### config.mk
export PLATFORM = sky130hd
export DESIGN_NAME = sgcc_stop_grant
export DESIGN_NICKNAME = d
export VERILOG_FILES = /design/src/hdl/sgcc_pkg.sv /design/src/hdl/sgcc_sync.sv /design/src/hdl/sgcc_stop_grant.sv
export SDC_FILE = /design/constraint.sdc
export NUM_CORES = 1
export LEC_CHECK = 0
export BUFFER_PORTS_ARGS = -buffer_cell sky130_fd_sc_hd__buf_2
export CAP_MARGIN = 25
export CORE_AREA = 2 2 39 41
export CTS_BUF_LIST = sky130_fd_sc_hd__clkbuf_4
export DETAILED_ROUTE_END_ITERATION = 10
export DIE_AREA = 0 0 41 43
export GPL_TIMING_DRIVEN = 0
export HOLD_SLACK_MARGIN = 0.06
export PLACE_DENSITY = 0.65
export SLEW_MARGIN = 10
export SYNTH_ARGS = -nofsm -noshare
export SYNTH_HDL_FRONTEND = slang
export SYNTH_SLANG_ARGS = --single-unit
### constraint.sdc
create_clock -name core_clk -period 2.2 [get_ports core_clk]
set_clock_uncertainty 0.05 [all_clocks]
set_input_delay 0.11 -clock core_clk [delete_from_list [all_inputs] [get_ports core_clk]]
set_output_delay 0.11 -clock core_clk [all_outputs]
set_load 0.03 [all_outputs]
### src/hdl/sgcc_pkg.sv
package sgcc_pkg;

	// ------------------------------------------------------------
	// Feature register layout
	// ------------------------------------------------------------
	localparam int WBE_MASK_BIT  = 3;
	localparam int FEATURE_WIDTH = 8;

	// ------------------------------------------------------------
	// Timing
	// ------------------------------------------------------------
	localparam int CLK_PERIOD_NS  = 5;
	localparam int ASYNC_HOLD_CLK = 2;

	// ------------------------------------------------------------
	// States
	// ------------------------------------------------------------
	typedef enum logic [2:0] {
		SG_RUN,
		SG_FLUSH,
		SG_DRAIN,
		SG_ACK,
		SG_WAIT_WBE,
		SG_GRANT,
		SG_CLKSTOP
	} sgcc_state_type;

endpackage : sgcc_pkg

### src/hdl/sgcc_sync.sv
`timescale 1ns/1ps

module sgcc_sync (
	// Clock and reset
	input  wire logic core_clk,
	input  wire logic reset_n,
	// Level in and out
	input  wire logic levelIn,
	output logic      levelOut
);

	logic stage1;

	// ------------------------------------------------------------
	// Two-stage synchroniser
	// ------------------------------------------------------------
	// The request may be driven asynchronously, so it is resynchronised.
	always_ff @(posedge core_clk or negedge reset_n) begin
		if (!reset_n) begin
			stage1   <= 1'b0;
			levelOut <= 1'b0;
		end else begin
			stage1   <= levelIn;
			levelOut <= stage1;
		end
	end

endmodule : sgcc_sync

### src/hdl/sgcc_stop_grant.sv
`timescale 1ns/1ps

module sgcc_stop_grant (
	// Clock and reset
	input  wire logic                                core_clk,
	input  wire logic                                reset_n,
	// System logic
	input  wire logic                                stop_request_n,
	input  wire logic                                bus_clk_stopped,
	// Bus-cycle logic
	input  wire logic                                instrBoundary,
	input  wire logic                                pipeFlushDone,
	input  wire logic                                busIdle,
	input  wire logic                                burst_ready_n,
	input  wire logic                                write_buffer_empty_n,
	input  wire logic [sgcc_pkg::FEATURE_WIDTH-1:0]  extended_feature_reg,
	// Status and control
	output logic                                     pipeFlushReq,
	output logic                                     holdNewCycles,
	output logic                                     specialCycleReq,
	output logic                                     internalClkEnable,
	output logic                                     stopGrant,
	output logic                                     stopClock
);
	import sgcc_pkg::*;

	sgcc_state_type state;
	sgcc_state_type next_state;
	logic           stopReq;
	logic           ackSeen;
	logic           wbeOk;

	// ------------------------------------------------------------
	// Request input
	// ------------------------------------------------------------
	// The synchroniser covers the two-clock asynchronous width.
	sgcc_sync sgcc_sync_inst (
		.core_clk (core_clk),
		.reset_n  (reset_n),
		.levelIn  (~stop_request_n),
		.levelOut (stopReq)
	);

	// Buffer-empty counts as met when masked.
	assign wbeOk = extended_feature_reg[WBE_MASK_BIT] | ~write_buffer_empty_n;

	// ------------------------------------------------------------
	// Sequencer
	// ------------------------------------------------------------
	always_comb begin
		next_state = state;
		case (state)
			SG_RUN:      if (stopReq && instrBoundary) next_state = SG_FLUSH;
			SG_FLUSH:    if (pipeFlushDone) next_state = SG_DRAIN;
			SG_DRAIN:    if (busIdle) next_state = SG_ACK;
			SG_ACK:      if (!burst_ready_n) next_state = SG_WAIT_WBE;
			SG_WAIT_WBE: if (wbeOk) next_state = SG_GRANT;
			SG_GRANT: begin
				if (bus_clk_stopped) next_state = SG_CLKSTOP;
				else if (!stopReq) next_state = SG_RUN;
			end
			SG_CLKSTOP:  if (!bus_clk_stopped) next_state = SG_GRANT;
			default:     next_state = SG_RUN;
		endcase
	end

	always_ff @(posedge core_clk or negedge reset_n) begin
		if (!reset_n) state <= SG_RUN;
		else state <= next_state;
	end

	// Remembers that ready was seen for the special cycle, so a halt can be traced back to it.
	always_ff @(posedge core_clk or negedge reset_n) begin
		if (!reset_n) ackSeen <= 1'b0;
		else ackSeen <= (state == SG_ACK) ? !burst_ready_n : (state == SG_WAIT_WBE) && ackSeen;
	end

	// ------------------------------------------------------------
	// Registered outputs
	// ------------------------------------------------------------
	always_ff @(posedge core_clk or negedge reset_n) begin
		if (!reset_n) begin
			pipeFlushReq      <= 1'b0;
			holdNewCycles     <= 1'b0;
			specialCycleReq   <= 1'b0;
			internalClkEnable <= 1'b1;
			stopGrant         <= 1'b0;
			stopClock         <= 1'b0;
		end else begin
			pipeFlushReq      <= (next_state == SG_FLUSH);
			holdNewCycles     <= (next_state != SG_RUN);
			specialCycleReq   <= (next_state == SG_ACK);
			internalClkEnable <= (next_state != SG_GRANT) && (next_state != SG_CLKSTOP);
			stopGrant         <= (next_state == SG_GRANT) || (next_state == SG_CLKSTOP);
			stopClock         <= (next_state == SG_CLKSTOP);
		end
	end

	// ------------------------------------------------------------
	// Assertions
	// ------------------------------------------------------------
	property p_halt_needs_wbe;
		@(posedge core_clk) disable iff (!reset_n)
		$fell(internalClkEnable) |-> $past(wbeOk);
	endproperty
	a_halt_needs_wbe: assert property (p_halt_needs_wbe)
		else $error("clock halted without buffer empty");

	property p_halt_after_ready;
		@(posedge core_clk) disable iff (!reset_n)
		$fell(internalClkEnable) |-> $past(ackSeen) && $past(state) == SG_WAIT_WBE;
	endproperty
	a_halt_after_ready: assert property (p_halt_after_ready)
		else $error("clock halted before ready");

	property p_flush_first;
		@(posedge core_clk) disable iff (!reset_n)
		$rose(pipeFlushReq) |-> $past(stopReq) && $past(instrBoundary);
	endproperty
	a_flush_first: assert property (p_flush_first)
		else $error("flush without boundary request");

	property p_ack_after_idle;
		@(posedge core_clk) disable iff (!reset_n)
		$rose(specialCycleReq) |-> $past(busIdle) && $past(state) == SG_DRAIN;
	endproperty
	a_ack_after_idle: assert property (p_ack_after_idle)
		else $error("ack before bus idle");

	property p_masked;
		@(posedge core_clk) disable iff (!reset_n)
		state == SG_WAIT_WBE && extended_feature_reg[WBE_MASK_BIT] |=> stopGrant;
	endproperty
	a_masked: assert property (p_masked)
		else $error("masked input still waited on");

	property p_stopclk;
		@(posedge core_clk) disable iff (!reset_n)
		stopGrant && bus_clk_stopped |=> stopClock && !internalClkEnable;
	endproperty
	a_stopclk: assert property (p_stopclk)
		else $error("stop-clock not entered");

	property p_resume;
		@(posedge core_clk) disable iff (!reset_n)
		state == SG_GRANT && !bus_clk_stopped && !stopReq |=> internalClkEnable && !stopGrant;
	endproperty
	a_resume: assert property (p_resume)
		else $error("no resume after negation");

	property p_grant_clk;
		@(posedge core_clk) disable iff (!reset_n)
		stopGrant |-> !internalClkEnable;
	endproperty
	a_grant_clk: assert property (p_grant_clk)
		else $error("clock runs in stop-grant");

	// The special cycle stays open until ready; the halt never shares that edge.
	property p_ack_until_ready;
		@(posedge core_clk) disable iff (!reset_n)
		specialCycleReq && burst_ready_n |=> specialCycleReq;
	endproperty
	a_ack_until_ready: assert property (p_ack_until_ready)
		else $error("special cycle dropped before ready");

	property p_ready_ends_ack;
		@(posedge core_clk) disable iff (!reset_n)
		specialCycleReq && !burst_ready_n |=> !specialCycleReq && internalClkEnable;
	endproperty
	a_ready_ends_ack: assert property (p_ready_ends_ack)
		else $error("special cycle not closed by ready");

	// An unmasked busy write buffer must keep the clock running.
	property p_wait_wbe;
		@(posedge core_clk) disable iff (!reset_n)
		state == SG_WAIT_WBE && !extended_feature_reg[WBE_MASK_BIT] && write_buffer_empty_n
			|=> internalClkEnable && !stopGrant;
	endproperty
	a_wait_wbe: assert property (p_wait_wbe)
		else $error("clock halted while buffer busy");

	property p_flush_until_done;
		@(posedge core_clk) disable iff (!reset_n)
		pipeFlushReq && !pipeFlushDone |=> pipeFlushReq;
	endproperty
	a_flush_until_done: assert property (p_flush_until_done)
		else $error("flush dropped before done");

	property p_boundary_only;
		@(posedge core_clk) disable iff (!reset_n)
		state == SG_RUN && !(stopReq && instrBoundary) |=> !pipeFlushReq && !holdNewCycles;
	endproperty
	a_boundary_only: assert property (p_boundary_only)
		else $error("request acted on off a boundary");

	property p_hold_grant;
		@(posedge core_clk) disable iff (!reset_n)
		stopGrant && stopReq && !bus_clk_stopped |=> stopGrant && !internalClkEnable;
	endproperty
	a_hold_grant: assert property (p_hold_grant)
		else $error("stop-grant left while requested");

	property p_clkstop_exit;
		@(posedge core_clk) disable iff (!reset_n)
		stopClock && !bus_clk_stopped |=> !stopClock && stopGrant;
	endproperty
	a_clkstop_exit: assert property (p_clkstop_exit)
		else $error("stop-clock kept with bus clock running");

	c_grant:   cover property (@(posedge core_clk) disable iff (!reset_n) $rose(stopGrant));
	c_stopclk: cover property (@(posedge core_clk) disable iff (!reset_n) $rose(stopClock));
	c_resume:  cover property (@(posedge core_clk) disable iff (!reset_n) $fell(stopGrant));
	c_masked:  cover property (@(posedge core_clk) disable iff (!reset_n)
		state == SG_WAIT_WBE && extended_feature_reg[WBE_MASK_BIT]);
	c_flush:   cover property (@(posedge core_clk) disable iff (!reset_n) $rose(pipeFlushReq));

endmodule : sgcc_stop_grant

* Word-level counts from Yosys, hierarchy flattened
Cells that the tools add are included.
** Storage, ports and cells
- Output and inout port bits :: 6
- Bits in registers :: 11
** Operators by class
- Reductions and logical operators :: 5
- Equality and inequality tests :: 12
- Bitwise logic cells :: 3
- Muxes and demuxes :: 9
** Operators with widths (number)
- two-way mux 3 bit :: 8
- case mux 3 bit (7 select lines) :: 1
- equality test 3 bit, second input constant :: 5
- equality test 3 x 2 -> 1 bit, second input constant :: 3
- equality test 3 x 1 -> 1 bit, second input constant :: 2
- inequality test 3 bit, second input constant :: 2
- logical NOT 3 bit :: 1
- nonzero test 3 bit :: 1
- logical AND 1 bit :: 2
- NOT 1 bit :: 2
- logical OR 1 bit :: 1
- bitwise OR 1 bit :: 1

* Longest topological paths before layout
- Word-level depth :: 6
- Depth in mapped cells :: 5

* Cells and area by module
From an unflattened synthesis, not the netlist that was laid out.
** Unflattened totals
- Cells, all modules :: 46
- Area total of the unflattened synthesis :: 546.8 sq um
** By module, submodules not included
- sgcc_stop_grant :: area each 496.7 sq um, cells an instance 44, instances 1
- sgcc_sync :: area each 50.0 sq um, cells an instance 2, instances 1

* Worst setup path before layout
Ideal clock, no wire load.
- Kind :: reg2reg
- Start point :: register state[0]
- End point :: register holdNewCycles
- Setup time :: 0.131 ns
- Arrival :: 1.367 ns
- Stages on the path, launching flop included :: 6
- Path slack :: 0.652 ns
- Clock period less this slack :: 1.548 ns
- Path through :: dfrtp_1 > buf_6 > mux2_4 > a21oi_2 > o211ai_2 > or3_1
** Between the ends
- Cells in the longest elaborated chain, start to end :: 4
- Elaborated cells on any way between the ends :: 17
- Classes of those cells :: 6 x eq/ne; 9 x mux; 2 x reduce/logical
** RTL lines
- from (decl) :: RTL line sgcc_stop_grant.sv:27 : sgcc_state_type state;
- from (signal assigned) :: RTL line sgcc_stop_grant.sv:69 : else state <= next_state;
- two-way mux 3 bit :: RTL line sgcc_stop_grant.sv:60 : else if (!stopReq) next_state = SG_RUN;
- two-way mux 3 bit :: RTL line sgcc_stop_grant.sv:59 : if (bus_clk_stopped) next_state = SG_CLKSTOP;
- case mux 3 bit (7 select lines) * :: RTL line sgcc_stop_grant.sv:52 : case (state)
- named net next_state[0] :: RTL line sgcc_stop_grant.sv:28 : sgcc_state_type next_state;
- nonzero test 3 bit * :: RTL line sgcc_stop_grant.sv:91 : holdNewCycles <= (next_state != SG_RUN);
- to (signal assigned) :: RTL line sgcc_stop_grant.sv:91
- to (decl) :: RTL line sgcc_stop_grant.sv:19 : output logic holdNewCycles,
Mark *: on every way through the listed nets, which the timed path passes. The rest lies on a longest branch.

* Worst setup path after layout
Ends and elaborated chain as after synthesis.

==> results.cfg <==
[place]
placed_cells = 76
dpl_cell_area_um2 = 624
portBuffers = 15
dp_hpwl_um = 634
place_congestion = 0.641
pre_cts_slack_ns = 0.578

[clocking]
cts_resized = 0
post_cts_buffers = 0
htreeDepth = 1
clock_sinks = 11
cts_made_buffers = 3
clk_path_buf_depth = 2
insertion_delay_ns = 0.26
cts_tree = done
ctsRootBufferMaster = clkbuf_4
cts.clk_slew.worst_paths_ns = 0.06

[timing]
worstMarginPinSlew_ns = 0.343
slew_headroom_pct = 77.1
period_needed_ns = 1.63
tns_ns = 0
rsz0062_at_grt = false
finalSetupViolations = 0
hold_viol = 0
period_share_pct = 73.9
fmax_ghz = 0.615
setup_slack_ns = 0.573
report.final.slew_viol_count = 0

[route]
wl_per_cell_um = 10.5
drc_errors = 0
dr.pass1.iters = 2
drtIter0Drc = 4
routed_wl_um = 861
drtAntennaViolNets = 0
via_count = 393
vias_per_cell = 4.79

[yosys]
synth_xor_area_share_pct = 1.65
synth_top_family_by_area = simple AND/OR/NAND/NOR gates
synth_fa_ha_area_share_pct = 0
avgSynthCellArea_um2 = 11.8
syn_inst = 45
yosysTopAreaCell = dfrtp_1
synth_warnings = 0
muxShareOfSynthArea_pct = 4.96
synth_compound_area_share_pct = 16.8
synth_top_area_share_pct = 47.3
seq_area_frac_synth_pct = 52.2
syn_nets = 62
synthSimpleGateAreaFrac_pct = 18.4
synthDistinctLibCells = 29
synth.area.top_cells = dfrtp_1 47%, dfstp_2 5.0%, nor3b_1 4.3%, o21ai_4 3.1%, mux2_4 2.8%
synth_area_um2 = 529
ys_ff_latch = 11

[global_routing]
grt_usage_pct = 11.7
grt_max_degree = 12
grt_pass1_wl_um = 1350
grt_pass1_vias = 332
antenna_found_initial = 0
grt_overflow = 0

[layout]
antenna_cells = 0
drive_gt1_share_pct = 47.0
stdcell_count = 82
area_growth_pct = 27.4
fin_area_um2 = 674
layout_commonest_cell = buf_2
layout_common_cells = 16 x buf_2, 10 x dfrtp_1, 4 x clkbuf_4
nNetsFinal = 84

[critical_path]
path_cells = buf_6 -> mux2_4 -> a21oi_2 -> o211ai_2 -> or3_1
worst-path-max-fanout = 10
startpoint_type = register
worstSetupPathType = reg -> reg
cp_slowest_cell = dfrtp_1
worstPathArrival_ns = 1.72
cpPeakStageDelay_ns = 0.37
cp.required_ns = 2.29
cp_num_buf_inv = 1
timing.critical_path.max_delay_family = flip-flops
cp-end-kind = register

[power_and_ir_drop]
combPwrFrac_pct = 51.8
p_leak_nw = 0.331
p_int_mw = 0.536
clkPwrFrac_pct = 16.4
swShare_pct = 38.5
seq_power_share_pct = 31.8
peakVddDrop_v = 0.000485
power_mw = 0.871
switching_power_mw = 0.336
power.density_cell_area_nw_per_um2 = 1290

[run_status]
status = finished, final reports clean

[min_path]
worstHoldPathType = in -> reg

[floorplan]
initial_core_util_pct = 38.2
core_region_area_um2 = 1380
num_io_pins = 23
rows = 14
die_x_um = 41
die_area_um2 = 1760
die_h_um = 43

[flow_run]
drv_cap = 0
metal layers:
layer  track usage, %  up-vias  wire [um]
li1                 -      200          -
met1             15.8      183        385
met2             15.6       10        424
met3             4.71        0         51
met4             6.00        0          0
met5                0        -          0
state kept, by name (all words and copies together) (netlist names):
signal                   cells
state                        3
holdNewCycles                1
internalClkEnable            1
pipeFlushReq                 1
sgcc_sync_inst.levelOut      1
sgcc_sync_inst.stage1        1
specialCycleReq              1
stopClock                    1
stopGrant                    1
timing repair:
action	in CTS	in global routing
setup endpoints to repair	0	0
hold buffers	2	0
hold endpoints to repair	12	0
synthesized netlist by cell type:
cell and number:
a21oi_2 1, o221ai_1 1, a31o_2 1, o21a_1 1
nor3_1 1, o21ai_0 1, and2_2 1, a21oi_1 1
and3_1 1, nor2b_1 2, dfrtp_1 10, buf_6 1
buf_4 1, nor2_1 3, xor2_1 1, mux2_2 1
nand2_1 1, buf_2 1, nand2b_1 2, a221o_1 1
a31oi_1 1, and3b_2 1, o211ai_2 1, inv_1 2
o21ai_4 1, mux2_4 1, dfstp_2 1, or3_1 1
nor3b_1 3
per-stage QoR:
step	hold slack [ns]	utilization, %
final	0.142	48.7
after global routing	0.129	48.7
after CTS	0.136	48.7
after detailed placement	-0.0558	45.1
after global placement	-0.0637	45.1
after floorplan	-0.236	-
power groups by stage:
stage / Combinational (mW) / Sequential, mW / Clock [mW]
floorplan: 0.298 / 0.344 / 0
global placement: 0.449 / 0.281 / 0
detailed placement: 0.452 / 0.282 / 0
CTS: 0.455 / 0.278 / 0.150
global route: 0.493 / 0.284 / 0.162
finish: 0.451 / 0.277 / 0.143
worst reg2reg max path, delay by kind of cell, from the launching register on:
kind / cells / cell delay, ns
muxes: 1 / 0.30
DFF: 1 / 0.37
and+or+nand+nor: 1 / 0.36
AOI/OAI and AO/OA: 2 / 0.29
buffers and inverters: 1 / 0.14
kinds of logic after synthesis:
| kind of cell | Yosys count |
|---|---|
| compound gates | 10 |
| xor+xnor | 1 |
| buf+inv | 5 |
| flops | 11 |
| mux | 2 |
| simple gates | 16 |
layout make-up:
| class | count | area (um2) |
|---|---|---|
| fill | 143 | 709 |
| sequential | 11 | 277 |
| multi-input combinational | 29 | 221 |
| timing repair buffer | 17 | 95.1 |
| clock buffer | 4 | 30.0 |
| buffer | 3 | 23.8 |
| tap | 16 | 20.0 |
| inverter | 2 | 7.51 |
final timing paths:
check / start / depth (start not counted) / end / slack [ns]
worst max-delay path: state[0] / 5 / holdNewCycles / 0.57
worst min-delay path: bus_clk_stopped / 2 / stopClock / 0.14
worst max register to register: state[0] / 5 / holdNewCycles / 0.57
worst min register to register: sgcc_sync_inst.stage1 / 0 / sgcc_sync_inst.levelOut / 0.30
max in group asynchronous: reset_n / 2 / internalClkEnable / 1.65
min in group asynchronous: reset_n / 2 / state[0] / 0.19
(Power assumes the default switching activity.)
